[config.mk]
export PLATFORM = sky130hd
export DESIGN_NAME = rpc_port_cfg
export DESIGN_NICKNAME = d
export VERILOG_FILES = /design/src/hdl/rpc_pkg.sv /design/src/hdl/rpc_port_cfg.sv
export VERILOG_INCLUDE_DIRS = /design/src /design/src/hdl
export SDC_FILE = /design/constraint.sdc
export NUM_CORES = 1
export LEC_CHECK = 0
export ABC_AREA = 1
export BUFFER_PORTS_ARGS = -buffer_cell sky130_fd_sc_hd__buf_2
export CORE_MARGIN = 2
export CORE_UTILIZATION = 50
export DETAILED_ROUTE_END_ITERATION = 6
export PLACE_DENSITY = 0.74
export SETUP_SLACK_MARGIN = 0.1
export SLEW_MARGIN = 25
export SYNTH_ARGS = -nofsm -noshare
export SYNTH_HDL_FRONTEND = slang
export SYNTH_SLANG_ARGS = --single-unit
[constraint.sdc]
create_clock -name core_clk_i -period 1.43 [get_ports core_clk_i]
set_input_delay 0.286 -clock core_clk_i [delete_from_list [all_inputs] [get_ports core_clk_i]]
set_output_delay 0.286 -clock core_clk_i [all_outputs]
set_load 0.05 [all_outputs]
[src/hdl/rpc_params.svh]
`ifndef RPC_PARAMS_SVH
`define RPC_PARAMS_SVH

// Command codes, matched against each command byte
`define RPC_CMD_RGB_CTRL     8'hb0
`define RPC_CMD_INV_CTRL     8'hb4
`define RPC_CMD_PORCH_CTRL   8'hb5

// Field positions of the rgb_signal_control parameter
`define RPC_RGB_MODE_HI      6
`define RPC_RGB_MODE_LO      5
`define RPC_VSYNC_POL_BIT    3
`define RPC_HSYNC_POL_BIT    2
`define RPC_PCLK_EDGE_BIT    1
`define RPC_DE_POL_BIT       0

// Field position of the inversion_control parameter
`define RPC_INV_TYPE_BIT     2

// Field widths of blanking_porch_control
`define RPC_VPORCH_W         7
`define RPC_HPORCH_W         5

// Reset values
`define RPC_RGB_CTRL_RST     8'h40
`define RPC_INV_CTRL_RST     8'h00
`define RPC_VFRONT_RST       7'h08
`define RPC_VBACK_RST        7'h08
`define RPC_HBACK_RST        5'h02

// Porch limits
`define RPC_VPORCH_MIN       7'h02
`define RPC_HPORCH_MIN       5'h02
`define RPC_HPORCH_TOP       5'h1f
`define RPC_HPORCH_TOP_LEN   6'h20

`endif

[src/hdl/rpc_pkg.sv]
`default_nettype none

package rpc_pkg;

    typedef enum logic [2:0] {
        RPC_IDLE       = 3'b000,
        RPC_RGB_PAR    = 3'b001,
        RPC_INV_PAR    = 3'b010,
        RPC_VFRONT_PAR = 3'b011,
        RPC_VBACK_PAR  = 3'b100,
        RPC_ZERO_PAR   = 3'b101,
        RPC_HBACK_PAR  = 3'b110
    } rpc_state_t;

endpackage

`default_nettype wire

[src/hdl/rpc_port_cfg.sv]
// How it works
// - RGB control byte holds mode and four polarities
// - RGB control takes effect on parameter receipt
// - DE polarity bit: 0 high, 1 low
// - Clock edge bit: 0 rising, 1 falling
// - Sync polarity bit: 0 low, 1 high
// - Reset defaults: mode 10, polarities zero
// - Commands accepted only with extended enable high
// - Commands accepted in every operating state
// - Inversion byte bit 2: line or frame
// - Porch command: front, back, zero, horizontal bytes
// - Vertical porch code equals lines; 0,1 inhibited
// - Horizontal porch codes 0,1 inhibited; up to 32
`include "rpc_params.svh"

`default_nettype none

module rpc_port_cfg
#(
    parameter int PIX_W = 18
)
(
    input  wire logic               core_clk_i,
    input  wire logic               rst_b_i,
    input  wire logic               soft_reset_i,
    input  wire logic               extended_cmd_enable_i,
    input  wire logic               cmd_data_select_i,
    input  wire logic               write_strobe_n_i,
    input  wire logic [7:0]         cmd_data_i,
    input  wire logic               pixel_clock_i,
    input  wire logic               hsync_i,
    input  wire logic               vsync_i,
    input  wire logic               data_enable_i,
    input  wire logic [PIX_W-1:0]   pixel_data_i,
    output logic [1:0]              rgb_mode_select_o,
    output logic                    vertical_sync_polarity_sel_o,
    output logic                    horizontal_sync_polarity_sel_o,
    output logic                    pixel_clock_edge_sel_o,
    output logic                    data_enable_polarity_sel_o,
    output logic                    inversion_type_sel_o,
    output logic [6:0]              vertical_front_porch_o,
    output logic [6:0]              vertical_back_porch_o,
    output logic [4:0]              horizontal_back_porch_o,
    output logic [5:0]              hback_len_o,
    output logic                    hsync_active_o,
    output logic                    vsync_active_o,
    output logic                    de_active_o,
    output logic                    pixel_valid_o,
    output logic [PIX_W-1:0]        pixel_data_o
);

    localparam int SW = PIX_W + 15;

    // Flops reset to the pins' idle levels, so the strobe detector sees no edge at release
    localparam logic [SW-1:0] SYNC_IDLE = {{(SW - 11){1'b0}}, 11'h400};

    // Every pin except the two resets passes two flops; the pin bus and RGB port are both asynchronous
    logic [SW-1:0] sync1_r;
    logic [SW-1:0] sync2_r;
    logic [SW-1:0] raw;

    assign raw = {pixel_clock_i, hsync_i, vsync_i, data_enable_i, pixel_data_i,
                  write_strobe_n_i, cmd_data_select_i, extended_cmd_enable_i, cmd_data_i};

    always_ff @(posedge core_clk_i or negedge rst_b_i)
    begin
        if (!rst_b_i)
        begin
            sync1_r <= SYNC_IDLE;
            sync2_r <= SYNC_IDLE;
        end
        else
        begin
            sync1_r <= raw;
            sync2_r <= sync1_r;
        end
    end

    logic               pclk_s;
    logic               hs_s;
    logic               vs_s;
    logic               de_s;
    logic [PIX_W-1:0]   pix_s;
    logic               wr_n_s;
    logic               dsel_s;
    logic               ext_en_s;
    logic [7:0]         byte_s;

    assign {pclk_s, hs_s, vs_s, de_s, pix_s, wr_n_s, dsel_s, ext_en_s, byte_s} = sync2_r;

    // Write strobe rising edge marks one byte; strobe idles high
    logic wr_n_d_r;
    logic pclk_d_r;

    always_ff @(posedge core_clk_i or negedge rst_b_i)
    begin
        if (!rst_b_i)
        begin
            wr_n_d_r <= 1'b1;
            pclk_d_r <= 1'b0;
        end
        else
        begin
            wr_n_d_r <= wr_n_s;
            pclk_d_r <= pclk_s;
        end
    end

    logic wr_stb;
    logic cmd_stb;
    logic par_stb;

    assign wr_stb  = wr_n_s & ~wr_n_d_r;
    assign cmd_stb = wr_stb & ~dsel_s;
    assign par_stb = wr_stb & dsel_s;

    // Command decoder; no power or sleep state gates it
    rpc_pkg::rpc_state_t state_r;
    rpc_pkg::rpc_state_t state_nxt;

    always_comb
    begin
        state_nxt = state_r;
        if (cmd_stb)
        begin
            // Any other command, or one sent without the enable, drops the sequence
            state_nxt = rpc_pkg::RPC_IDLE;
            // The enable is judged on the command byte; its parameters follow freely
            if (ext_en_s)
            begin
                if (byte_s == `RPC_CMD_RGB_CTRL)
                    state_nxt = rpc_pkg::RPC_RGB_PAR;
                else if (byte_s == `RPC_CMD_INV_CTRL)
                    state_nxt = rpc_pkg::RPC_INV_PAR;
                else if (byte_s == `RPC_CMD_PORCH_CTRL)
                    state_nxt = rpc_pkg::RPC_VFRONT_PAR;
            end
        end
        else if (par_stb)
        begin
            unique case (state_r)
                rpc_pkg::RPC_IDLE:       state_nxt = rpc_pkg::RPC_IDLE;
                rpc_pkg::RPC_RGB_PAR:    state_nxt = rpc_pkg::RPC_IDLE;
                rpc_pkg::RPC_INV_PAR:    state_nxt = rpc_pkg::RPC_IDLE;
                rpc_pkg::RPC_VFRONT_PAR: state_nxt = rpc_pkg::RPC_VBACK_PAR;
                rpc_pkg::RPC_VBACK_PAR:  state_nxt = rpc_pkg::RPC_ZERO_PAR;
                rpc_pkg::RPC_ZERO_PAR:   state_nxt = rpc_pkg::RPC_HBACK_PAR;
                rpc_pkg::RPC_HBACK_PAR:  state_nxt = rpc_pkg::RPC_IDLE;
                default:                 state_nxt = rpc_pkg::RPC_IDLE;
            endcase
        end
    end

    always_ff @(posedge core_clk_i or negedge rst_b_i)
    begin
        if (!rst_b_i)
            state_r <= rpc_pkg::RPC_IDLE;
        else if (soft_reset_i)
            state_r <= rpc_pkg::RPC_IDLE;
        else
            state_r <= state_nxt;
    end

    // RGB signal control register
    // Loaded on the parameter edge itself; no frame boundary is awaited
    logic [7:0] rgb_ctrl_r;

    always_ff @(posedge core_clk_i or negedge rst_b_i)
    begin
        if (!rst_b_i)
            rgb_ctrl_r <= `RPC_RGB_CTRL_RST;
        else if (soft_reset_i)
            rgb_ctrl_r <= `RPC_RGB_CTRL_RST;
        else if (par_stb && state_r == rpc_pkg::RPC_RGB_PAR)
            rgb_ctrl_r <= byte_s & 8'h6f;
    end

    assign rgb_mode_select_o              = rgb_ctrl_r[`RPC_RGB_MODE_HI:`RPC_RGB_MODE_LO];
    assign vertical_sync_polarity_sel_o   = rgb_ctrl_r[`RPC_VSYNC_POL_BIT];
    assign horizontal_sync_polarity_sel_o = rgb_ctrl_r[`RPC_HSYNC_POL_BIT];
    assign pixel_clock_edge_sel_o         = rgb_ctrl_r[`RPC_PCLK_EDGE_BIT];
    assign data_enable_polarity_sel_o     = rgb_ctrl_r[`RPC_DE_POL_BIT];

    // Inversion control register
    // Byte view of the reset value, so only the type bit is taken from it
    localparam logic [7:0] INV_CTRL_RST = `RPC_INV_CTRL_RST;
    logic inv_r;

    always_ff @(posedge core_clk_i or negedge rst_b_i)
    begin
        if (!rst_b_i)
            inv_r <= INV_CTRL_RST[`RPC_INV_TYPE_BIT];
        else if (soft_reset_i)
            inv_r <= INV_CTRL_RST[`RPC_INV_TYPE_BIT];
        else if (par_stb && state_r == rpc_pkg::RPC_INV_PAR)
            inv_r <= byte_s[`RPC_INV_TYPE_BIT];
    end

    assign inversion_type_sel_o = inv_r;

    // Porch registers; an inhibited code is refused and the old value kept
    logic [6:0] vfront_r;
    logic [6:0] vback_r;
    logic [4:0] hback_r;

    // Shared by both vertical fields; an inhibited code never reaches the timing generator
    function automatic logic vporch_legal(input logic [6:0] code);
        vporch_legal = code >= `RPC_VPORCH_MIN;
    endfunction

    always_ff @(posedge core_clk_i or negedge rst_b_i)
    begin
        if (!rst_b_i)
            vfront_r <= `RPC_VFRONT_RST;
        else if (soft_reset_i)
            vfront_r <= `RPC_VFRONT_RST;
        else if (par_stb && state_r == rpc_pkg::RPC_VFRONT_PAR && vporch_legal(byte_s[6:0]))
            vfront_r <= byte_s[6:0];
    end

    always_ff @(posedge core_clk_i or negedge rst_b_i)
    begin
        if (!rst_b_i)
            vback_r <= `RPC_VBACK_RST;
        else if (soft_reset_i)
            vback_r <= `RPC_VBACK_RST;
        else if (par_stb && state_r == rpc_pkg::RPC_VBACK_PAR && vporch_legal(byte_s[6:0]))
            vback_r <= byte_s[6:0];
    end

    always_ff @(posedge core_clk_i or negedge rst_b_i)
    begin
        if (!rst_b_i)
            hback_r <= `RPC_HBACK_RST;
        else if (soft_reset_i)
            hback_r <= `RPC_HBACK_RST;
        else if (par_stb && state_r == rpc_pkg::RPC_HBACK_PAR && byte_s[4:0] >= `RPC_HPORCH_MIN)
            hback_r <= byte_s[4:0];
    end

    assign vertical_front_porch_o  = vfront_r;
    assign vertical_back_porch_o   = vback_r;
    assign horizontal_back_porch_o = hback_r;
    // The top code saturates at 32; every lower legal code is its own length
    assign hback_len_o = (hback_r == `RPC_HPORCH_TOP) ? `RPC_HPORCH_TOP_LEN
                                                      : {1'b0, hback_r};

    // One polarity mux serves both sync inputs and data enable
    function automatic logic active_level(input logic pin, input logic high_active);
        active_level = high_active ? pin : ~pin;
    endfunction

    // RGB port front end, normalised to active high
    logic pclk_rise;
    logic pclk_fall;
    logic sample;
    logic de_act;

    assign pclk_rise = pclk_s & ~pclk_d_r;
    assign pclk_fall = ~pclk_s & pclk_d_r;
    assign sample    = pixel_clock_edge_sel_o ? pclk_fall : pclk_rise;
    assign de_act    = active_level(de_s, ~data_enable_polarity_sel_o);

    always_ff @(posedge core_clk_i or negedge rst_b_i)
    begin
        if (!rst_b_i)
        begin
            hsync_active_o <= 1'b0;
            vsync_active_o <= 1'b0;
            de_active_o    <= 1'b0;
        end
        else
        begin
            hsync_active_o <= active_level(hs_s, horizontal_sync_polarity_sel_o);
            vsync_active_o <= active_level(vs_s, vertical_sync_polarity_sel_o);
            de_active_o    <= de_act;
        end
    end

    // Pixel data taken on every selected edge; valid flagged only with data enable active
    // Pixel data shares the clock's flop pair, so the two stay aligned
    always_ff @(posedge core_clk_i or negedge rst_b_i)
    begin
        if (!rst_b_i)
        begin
            pixel_valid_o <= 1'b0;
            pixel_data_o  <= '0;
        end
        else
        begin
            pixel_valid_o <= sample & de_act;
            if (sample)
                pixel_data_o <= pix_s;
        end
    end

endmodule

`default_nettype wire

Word level (Yosys, flattened, before mapping):

Index checks and enable logic that the tools add are counted.

* add/subtract/negate cells: 0
* multipliers: 0
* divide/modulo/power cells: 0
* magnitude comparators: 2
* eq/ne operators: 10
* shift-type cells: 0
* muxes and demuxes: 23
* bitwise gates (word level): 13
* reduce and logical (&&, ||, !) cells: 14

Operators with widths (count)
* two-way mux 7 bit: 6
* == test 8 bit, second input constant: 3
* two-way mux 3 bit: 5
* two-way mux 5 bit: 2
* nonzero test 2 bit: 5
* == test 3 bit, second input constant: 3
* case mux 3 bit (3 select lines): 1
* logical AND 1 bit: 8
* greater-or-equal comparator 7 x 2 -> 1 bit, second input constant: 1
* NOT 1 bit: 7
* AND 1 bit: 6
* == test 3 x 2 -> 1 bit, second input constant: 2
* two-way mux 1 bit: 6
* two-way mux 6 bit: 1
* == test 5 bit, second input constant: 1
* greater-or-equal comparator 5 x 2 -> 1 bit, second input constant: 1
* two-way mux 2 bit: 2
* == test 3 x 1 -> 1 bit, second input constant: 1
* nonzero test 3 bit: 1

* register bits: 120
* latch bits: 0
* memory bits (writable): 0
* bits in read-only memories: 0
* input port bits: 36
* output and inout port bits: 54
* logic and storage cells: 77
* memories kept: 0

Depth between registers and ports, before layout:

Gate-level depths: netlist of run 1.

* depth after elaboration: 7
* depth in mapped cells: 8
* depth with buffers taken out: 8

Worst setup path before layout of run 1:

No wires, ideal clock.

* kind: reg-to-output
* start point: reg hback_r[1] (netlist: horizontal_back_porch_o[1])
* end point: out hback_len_o[0]
* data arrival time: 2108 ps
* data required time: 1144 ps
* path slack: -964 ps
* cell stages (with the launch flop): 4
* path buffers: 0
* cells stage by stage: dfstp_2 nand4_1 nor2_1 nor2_1

* word-level cells in the longest chain between the ends: 2

Ends and longest elaborated chain
* start, declared: RTL line rpc_port_cfg.sv:204 `logic [4:0] hback_r;`
* start signal, assigned: RTL line rpc_port_cfg.sv:234 `` hback_r <= `RPC_HBACK_RST; ``
* start signal, assigned: RTL line rpc_port_cfg.sv:236 `` hback_r <= `RPC_HBACK_RST; ``
* start signal, assigned: RTL line rpc_port_cfg.sv:238 `hback_r <= byte_s[4:0];`
* == test 5 bit (no source line)
* two-way mux 6 bit: RTL line rpc_port_cfg.sv:245 `` assign hback_len_o = (hback_r == `RPC_HPORCH_TOP) ? `RPC_HPORCH_TOP_LEN ``
* end, declared: RTL line rpc_port_cfg.sv:44 `output logic [5:0] hback_len_o,`

No other way between the ends.

Worst setup path after layout of run 1:

Ends and elaborated chain as after synthesis.

==> results of run 1 <==
## cells by family after synthesis
kind of cell,count (synthesis)
and+or+nand+nor,168
DFF,119
buffers and inverters,30
AOI/OAI and AO/OA,22
xor gates and xnor gates,3
## critical path, stage by stage (launching register included)
cell and delay, ns:
dfstp_2 0.53, nand4_1 0.15, nor2_4 0.23, nor2_2 0.08, buf_6 0.16
## power groups by stage
stage / clock network (uW) / registers [uW] / logic [uW]
after detailed placement: 0 / 3760 / 943
final: 4570 / 3730 / 1510
after global routing: 4800 / 3740 / 1600
after global placement: 0 / 3750 / 926
after floorplan: 0 / 4160 / 216
after CTS: 4580 / 3720 / 1300
## final timing paths
kind,from,end,slack [ns]
max in group asynchronous,rst_b_i,wr_n_d_r$_DFF_PN1_,0.73
setup reg to reg,state_r[1]$_DFFE_PN0P_,vertical_back_porch_o[0]$_DFFE_PN0P_,0.02
hold / removal,rst_b_i,sync1_r[6]$_DFF_PN0_,0.13
min in group core_clk_i,soft_reset_i,rgb_ctrl_r[6]$_DFFE_PN1P_,0.14
hold reg to reg,sync1_r[17]$_DFF_PN0_,sync2_r[17]$_DFF_PN0_,0.34
setup / recovery,horizontal_back_porch_o[1]$_DFFE_PN1P_,hback_len_o[0],-0.51
## synth_stat cells
library cell and number:
nand2_4 1, nand3_4 1, inv_2 1, dfrtp_1 112
o21ai_1 5, o21ai_0 4, nand2_2 2, dfstp_2 7
buf_8 1, nor2_2 4, nand2_1 81, nand3_2 1
nor3_1 1, buf_6 4, nor3_4 1, buf_4 1
a21oi_1 6, nand3_1 44, nand4_1 1, clkinv_1 1
xor2_1 1, xnor2_1 2, a21boi_0 1, or3_4 1
o21ai_2 6, buf_2 4, nor4_1 1, nor2_1 29
inv_1 18
## registers in the layout (all words and copies together), names as in the netlist
name / count
sync1_r: 33
sync2_r: 33
pixel_data_o: 18
vertical_back_porch_o: 7
vertical_front_porch_o: 7
rgb_ctrl_r: 6
horizontal_back_porch_o: 5
state_r: 3
de_active_o: 1
hsync_active_o: 1
inversion_type_sel_o: 1
pclk_d_r: 1
pixel_valid_o: 1
vsync_active_o: 1
wr_n_d_r: 1
## metrics by stage
step	power, uW	utilization [%]
after global placement	4675	61.25
final	9808	87.72
after global routing	10140	87.72
after detailed placement	4704	61.25
after floorplan	4373	-
after CTS	9604	81.81
## metal layers
layer  share of wire [%]  wire, um  global-route usage (%)  up-vias
met5                   0         0                       0        -
met4                 3.0       349                   9.179        0
met3                 6.0       684                   8.347       32
met2                  52      6016                   41.49      154
met1                  38      4412                   28.58     1637
li1                    -         -                       -     1505
## timing repair
action,CTS,global route
pin swaps,3,24
setup buffers,28,23
cloned,1,4
setup endpoints to repair,69,91
resized for setup,125,57
hold buffers,34,0
endpoints found under the hold margin,146,0
## layout make-up
class | instances | area share, %
clock inverter | 14 | 3.270
timing repair buffer | 189 | 25.89
multi-input combinational | 196 | 18.03
clock buffer | 18 | 6.102
tap | 102 | 1.863
inverter | 20 | 1.133
sequential | 119 | 43.72
==> out/metrics.yaml, run 1 <==
outcome:
  status: "complete, but fails checks"
  violations: "setup timing"
die:
  start_util_pct: 52.07
  die_y_um: 94.17
  die_w_um: 94.17
  fp.coreArea_um2: 7807
  num_rows: 32
  die_area_um2: 8868
  pin_count: 90
finish:
  drive_gt1_share_pct: 49.28
  layout_commonest_cell: "dfrtp_1"
  nFillCells: 334
  diodes: 0
  final_cells: 658
  design_area_um2: 6849
  nNetsFinal: 579
  syn_to_final_growth_pct: 68.48
  multi_input_area_um2: 1235
  mostFrequentLayoutCells: "dfrtp_1, nand2_1, buf_4, buf_6"
  seqCellArea_um2: 2994
synthesis:
  yosysWarnings: 0
  synth_fp_nets: 378
  synth_simple_gate_area_share_pct: 18.56
  synth.distinct_cells: 29
  synth_top_family_by_area: "simple AND/OR/NAND/NOR gates"
  netlist_area_um2: 4065
  seq_area_frac_synth_pct: 73.47
  synthMuxAreaShare_pct: 0
  syn_area_per_cell_um2: 11.89
  synth_adder_area_share_pct: 0
  syn-instance-count: 342
  synth_top_cell_by_area: "dfrtp_1"
  synth_top_area_share_pct: 68.94
  yosys-top-cells-area: "dfrtp_1, nand2_1, nand3_1"
  synthXorXnorAreaFrac_pct: 0.6464
  synth_compound_area_share_pct: 3.324
  ys_ff_latch: 119
power:
  intPower_uw: 7257
  p_clk_share_pct: 46.6
  peakVddDrop_mv: 1.158
  cellLeakagePower_uw: 0.003303
  switching_share_pct: 26.01
  powerDensity_nw_per_um2: 1432
  p_seq_share_pct: 38.0
  switchingPower_uw: 2551
  comb_power_share_pct: 15.4
worst_setup_path:
  crit_fanout: 5
  worstPathRequired_ns: 1.14
  path_class: "reg -> out"
  worstPathArrival_ns: 1.66
  endpoint_kind: "output pin"
  reg2reg_depth: 6
  crit_path_start_kind: "flop"
timing:
  setup_viol: 13
  rsz0062_at_grt: "yes"
  holdWs_ns: 0.1251
  finalCritPeriodShare_pct: 135.9
  relSlewSlack_pct: 76.98
  fin_skew_ns: 0.008094
  fmax_mhz: 514.7
  tightest_slew_ns: 0.3440
  min_period_ns: 1.943
  timing.final.ws_setup_ns: -0.5128
  slew_viol_final: 0
  finalSetupTns_ns: -3.672
  finalHoldViolations: 0
routing:
  vias: 3328
  via_per_inst: 5.058
  drc: 0
  drtIter0Drc: 254
  drtPass1Iterations: 4
  ant_nets: 0
  wl_per_cell_um: 17.42
  routed_wl_um: 11460
clocking:
  insertion_delay_ns: 0.51
  cts-root-buf: "clkbuf_8"
  cts_buffer_depth: 2
  numCtsBuffers: 17
  cts_max_level: 4
  clkTransAtPathRegs_ns: 0.06
  cts_tree: "done"
  cts_num_sinks: 119
placement:
  port_buffers: 89
  place_area_um2: 4782
  placedCellCount: 536
  dp_hpwl_um: 5465
  place.gp.congestion: 0.9062
  dp_slack_ns: -0.03081
job:
  drv_cap: 0
grt:
  grt_first_pass_wirelength_um: 15810
  antenna_found_initial: 0
  grt_pass1_vias: 3329
  grt_max_degree: 53
  grt_overflow: 0
  grt.total_usage_pct: 24.37
min_path:
  hold_class: "in -> async"
Note: power is estimated with default switching activity, not from simulation.
==> run 2, diff against run 1 <==
Settings changed: CELL_PAD_IN_SITES_DETAIL_PLACEMENT set to 0, CELL_PAD_IN_SITES_GLOBAL_PLACEMENT set to 1, CORE_UTILIZATION 50 to 45, PLACE_DENSITY 0.74 to unset, PLACE_DENSITY_LB_ADDON set to 0.1.
Clock period 1.43 ns to 2.4 ns, I/O delays scaled along.
==> run 2 against run 1 <==
The run now ends clean; wire length down 33%; register-to-register slack better by 0.98 ns; die area up 11%; flip-flop and latch count unchanged; clock-buffer cell count up 2; combinational power down 65%; total power down 47%; final cell count down 14%; sequential share of layout area up 14 points.
==> out/metrics.yaml, run 2 (synthesis gave the netlist of run 1 again) <==
outcome:
  status: "finished clean"
finish:
  drive_gt1_share_pct: 32.68  # -17 points
  reg_top3: "sync1_r (33), sync2_r (33), pixel_data_o (18)"
  layout_commonest_cell: "dfrtp_1"
  mostFrequentLayoutCells: "dfrtp_1, buf_2, nand2_1, nand3_1, nor2_1"
  diodes: 0  # unchanged
  nNetsFinal: 482  # -17%
  design_area_um2: 5210  # -24%
  nFillCells: 729  # +120%
  syn_to_final_growth_pct: 28.16
  final_cells: 567  # -14%
grt:
  grt_first_pass_wirelength_um: 12840  # -19%
  grt_max_degree: 47  # -11%
  grt_pass1_vias: 2689  # -19%
  antenna_found_initial: 0  # unchanged
  grt_overflow: 0  # unchanged
  grt.total_usage_pct: 17.17  # -7.2 points
timing:
  fmax_mhz: 466.7
  fin_skew_ns: 0.007067  # -0.001026 ns
  slew_viol_final: 0  # unchanged
  finalSetupTns_ns: 0  # +3.672 ns
  tightest_slew_ns: 0.5689  # +0.2249 ns
  relSlewSlack_pct: 62.07  # -15 points
  finalHoldViolations: 0  # unchanged
  min_period_ns: 2.143
  finalCritPeriodShare_pct: 89.28
  rsz0062_at_grt: "no"
  setup_viol: 0  # -13
clocking:
  insertion_delay_ns: 0.50  # about the same
  cts-root-buf: "clkbuf_8"
  cts_max_level: 4  # unchanged
  numCtsBuffers: 17  # unchanged
  clkTransAtPathRegs_ns: 0.06  # about the same
  post_cts_buffers: 0  # -100%
  cts_num_sinks: 119  # unchanged
  cts_tree: "done"
  cts_buffer_depth: 2  # unchanged
worst_setup_path:
  path_class: "reg -> out"
  worstPathRequired_ns: 1.92  # +0.78 ns
  endpoint_kind: "output pin"
  crit_path_start_kind: "flop"
  r2r_start: "sync2_r[10]$_DFF_PN1_"
  startpoint: "horizontal_back_porch_o[1]$_DFFE_PN1P_"
  crit_fanout: 5  # unchanged
  worstPathArrival_ns: 1.66  # about the same
placement:
  place.gp.congestion: 0.7984  # -12%
  placedCellCount: 534  # -0.37%
  place_area_um2: 4613  # -3.5%
  dp_hpwl_um: 5112  # -6.5%
  port_buffers: 89  # unchanged
routing:
  ant_nets: 0  # unchanged
  drtPass1Iterations: 4  # unchanged
  drc: 0  # unchanged
  via_per_inst: 4.744  # -6.2%
  wl_per_cell_um: 13.45  # -23%
  vias: 2690  # -19%
  routed_wl_um: 7628  # -33%
  drtIter0Drc: 89  # -65%
power:
  powerDensity_nw_per_um2: 996.9  # -30%
  peakVddDrop_mv: 0.5198  # -55%
  cellLeakagePower_uw: 0.002663  # -19%
min_path:
  hold_class: "in -> reg"
  min_from: "write_strobe_n_i"
die:
  pin_count: 90  # unchanged
  die_area_um2: 9810  # +11%
  fp.coreArea_um2: 8721  # +12%
  die_w_um: 99.05  # +5.2%
  num_rows: 34  # +6.3%
  start_util_pct: 46.61  # -5.5 points
  die_y_um: 99.05  # +5.2%
job:
  drv_cap: 0  # unchanged
[run 2: power by group]
| part | internal (uW) | switching [uW] | leakage, uW |
|---|---|---|---|
| logic | 124 | 405 | 0.000930 |
| registers | 2140 | 58.2 | 0.00145 |
| clock network | 1600 | 862 | 0.000285 |
| total | 3870 | 1330 | 0.00266 |
[run 2: final timing paths]
kind	to	slack, ns	cells past startpoint
max	hback_len_o[5]	0.26	3
min	sync1_r[10]$_DFF_PN1_	0.07	1
max reg2reg	horizontal_back_porch_o[3]$_DFFE_PN0P_	1.00	5
min reg2reg	sync2_r[1]$_DFF_PN0_	0.34	0
max in group asynchronous	sync2_r[29]$_DFF_PN0_	1.21	3
min in group asynchronous	pixel_data_o[6]$_DFFE_PN0P_	0.51	2
[run 2: cell type report]
class	instances	area, um2	area share (%)
Sequential cell	119	2987	57.32
Multi-Input combinational cell	193	918.4	17.63
Timing Repair Buffer	95	508.0	9.750
Clock buffer	20	435.4	8.357
Clock inverter	12	151.4	2.906
Tap cell	108	135.1	2.594
Inverter	20	75.07	1.441
[run 2: worst max-delay path, stage by stage (launching register included)]
cell     delay (ns)
dfstp_2        0.55
nand4_1        0.12
nor2_2         0.20
buf_2          0.30
[run 2: through the flow]
step | hold slack [ns] | power (uW) | util [%] | setup WS [ns]
after floorplan | 0.1844 | 2593 | - | 0.1410
final | 0.07206 | 5194 | 59.74 | 0.2574
after CTS | 0.04789 | 5255 | 59.74 | 0.2358
after global routing | 0.03977 | 5398 | 59.74 | 0.1902
after global placement | 0.3312 | 2762 | 52.90 | 0.8189
after detailed placement | 0.3347 | 2768 | 52.90 | 0.7846
[run 2: layer usage]
| layer | track usage [%] | vias up | wire length, um | part of all wire [%] |
|---|---|---|---|---|
| met5 | 0 | - | 0 | 0 |
| met4 | 8.008 | 0 | 125 | 1.6 |
| met3 | 5.390 | 11 | 374 | 4.9 |
| met2 | 27.18 | 71 | 3870 | 51 |
| met1 | 21.69 | 1296 | 3259 | 43 |
| li1 | - | 1312 | - | - |
[run 2: what timing repair did]
action | CTS | global route
endpoints found under the hold margin | 42 | 0
hold buffers | 1 | 0
resized for setup | 0 | 0
endpoints found under the setup margin | 0 | 0
==> run 3, diff against run 2 <==
--- a/config.mk
+++ b/config.mk
@@ -15,5 +15,4 @@
 export DETAILED_ROUTE_END_ITERATION = 6
 export PLACE_DENSITY_LB_ADDON = 0.1
-export SETUP_SLACK_MARGIN = 0.1
 export SLEW_MARGIN = 25
 export SYNTH_ARGS = -nofsm -noshare
==> constraint.sdc (replaced) <==
create_clock -name core_clk_i -period 2.4 [get_ports core_clk_i]
set_input_delay 0.36 -clock core_clk_i [delete_from_list [all_inputs] [get_ports core_clk_i]]
set_output_delay 0.36 -clock core_clk_i [all_outputs]
set_load 0.05 [all_outputs]
==> run 3 against run 2 <==
Sequential share of layout area down 3.7 points; non-clock buffer count up 31; setup slack better by 0.12 ns; critical path type unchanged.
==> out/metrics.yaml, run 3 (synthesis gave the netlist of run 1 again) <==
placement:
  dp_slack_ns: 0.8907  # +0.1061 ns
  port_buffers: 89  # unchanged
  place.gp.congestion: 0.7855  # -1.6%
  dp_hpwl_um: 4947  # -3.2%
timing:
  finalHoldViolations: 0  # unchanged
  setup_viol: 0  # unchanged
  finalCritPeriodShare_pct: 84.07  # -5.2 points
  min_period_ns: 2.018  # -0.1249 ns
  fmax_mhz: 495.6  # +6.2%
  timing.final.ws_setup_ns: 0.3822  # +0.1249 ns
  finalSetupTns_ns: 0  # unchanged
  relSlewSlack_pct: 58.79  # -3.3 points
  rsz0062_at_grt: "no"
  fin_skew_ns: 0.008522  # +0.001455 ns
  slew_viol_final: 0  # unchanged
  tightest_slew_ns: 0.6182  # +0.04927 ns
clocking:
  cts_tree: "done"
  cts_resized: 0  # unchanged
  insertion_delay_ns: 0.50  # about the same
  cts-root-buf: "clkbuf_8"
  cts_num_sinks: 119  # unchanged
  clkTransAtPathRegs_ns: 0.06  # about the same
  cts_max_level: 4  # unchanged
  numCtsBuffers: 17  # unchanged
  cts_buffer_depth: 2  # unchanged
worst_setup_path:
  crit_path_start_kind: "flop"
  worstPathArrival_ns: 1.66  # about the same
  endpoint_kind: "output pin"
  crit_fanout: 5  # unchanged
  worstPathRequired_ns: 2.04  # +0.12 ns
  path_class: "reg -> out"
die:
  die_w_um: 99.05  # unchanged
  die_area_um2: 9810  # unchanged
  die_y_um: 99.05  # unchanged
  fp.coreArea_um2: 8721  # unchanged
  num_rows: 34  # unchanged
  start_util_pct: 46.61  # unchanged
  pin_count: 90  # unchanged
finish:
  reg_top3: "sync1_r (33), sync2_r (33), pixel_data_o (18)"
  mostFrequentLayoutCells: "dfrtp_1, buf_2, nand2_1, nand3_1, dlygate4sd3_1"
  syn_to_final_growth_pct: 37.00
  layout_commonest_cell: "dfrtp_1"
  nNetsFinal: 513  # +6.4%
  drive_gt1_share_pct: 30.61  # -2.1 points
  multi_input_area_um2: 918.4  # unchanged
  diodes: 0  # unchanged
  nFillCells: 700  # -4.0%
  seqCellArea_um2: 2987  # unchanged
routing:
  drtIter0Drc: 90  # +1.1%
  via_per_inst: 4.609  # -2.9%
  vias: 2756  # +2.5%
  routed_wl_um: 7910  # +3.7%
  drc: 0  # unchanged
  wl_per_cell_um: 13.23  # -1.7%
  drtPass1Iterations: 4  # unchanged
  ant_nets: 0  # unchanged
power:
  powerDensity_nw_per_um2: 973.8  # -2.3%
  cellLeakagePower_uw: 0.002814  # +5.7%
  peakVddDrop_mv: 0.5045  # -2.9%
  p_total_uw: 5423  # +4.4%
grt:
  antenna_found_initial: 0  # unchanged
  grt.total_usage_pct: 18.13  # +0.96 points
  grt_pass1_vias: 2814  # +4.6%
  grt_first_pass_wirelength_um: 13670  # +6.4%
  grt_max_degree: 120  # +160%
  grt_overflow: 0  # unchanged
job:
  drv_cap: 0  # unchanged
outcome:
  status: "finished clean"
min_path:
  hold_class: "in -> reg"
-- run 3: cell count changes in the layout (fill, tap and decap cells not counted) --
cell	delta
inv_6	+3
dlygate4sd3_1	+33
bufinv_16	+1
inv_8	+2
buf_4	-2
clkinvlp_4	-1
clkbuf_8	-1
clkbuf_1	-2
clkinv_2	-3
clkinv_4	+1
-- run 3: final timing paths --
path	end	start	cells past startpoint	slack [ns]
worst max register to register	horizontal_back_porch_o[3]$_DFFE_PN0P_	sync2_r[10]$_DFF_PN1_	5	0.98
worst min-delay path	rgb_ctrl_r[6]$_DFFE_PN1P_	soft_reset_i	3	0.20
max in group asynchronous	state_r[2]$_DFFE_PN0P_	rst_b_i	3	1.44
worst min register to register	sync2_r[6]$_DFF_PN0_	sync1_r[6]$_DFF_PN0_	0	0.34
worst max-delay path	hback_len_o[5]	horizontal_back_porch_o[1]$_DFFE_PN1P_	3	0.38
min in group asynchronous	pixel_data_o[4]$_DFFE_PN0P_	rst_b_i	3	0.47
-- run 3: timing repair --
action,CTS,global route
hold endpoints to repair,145,0
buffers inserted,0,0
hold buffers,34,0
-- run 3: layout make-up --
class / instances / share of cell area [%]
clock inverters: 15 / 3.887
multi-input cells: 193 / 16.49
clock buffers: 17 / 7.437
repair buffers: 126 / 14.78
inverters: 20 / 1.348
well taps: 108 / 2.426
flip-flops and latches: 119 / 53.63
-- run 3: layer usage --
layer  vias to the layer above  GRT usage, %  wire length, um
met5                         -             0                0
met4                         0         6.955               91
met3                         8         5.532              313
met1                      1317         23.36             3487
li1                       1370             -                -
met2                        61         29.05             4017
-- run 3: report_power, final --
part	internal (uW)	switching (uW)	total (uW)	leakage, uW
registers	2140	57.8	2200	0.00145
clock network	1710	941	2660	0.000308
logic	157	414	571	0.00106
-- run 3: stage by stage --
step | utilization [%] | std cells | cell area, um2 | hold WS [ns]
floorplan | - | 342 | 4068 | 0.06441
global placement | 52.73 | 532 | 4598 | 0.3311
detailed placement | 52.73 | 532 | 4598 | 0.3347
CTS | 63.86 | 598 | 5569 | 0.1883
global route | 63.86 | 598 | 5569 | 0.2153
finish | 63.86 | 598 | 5569 | 0.2020
-- run 3: critical path: stages (launching register included) --
cell and delay (ns):
dfstp_2 0.55, nand4_1 0.12, nor2_2 0.19, buf_2 0.30
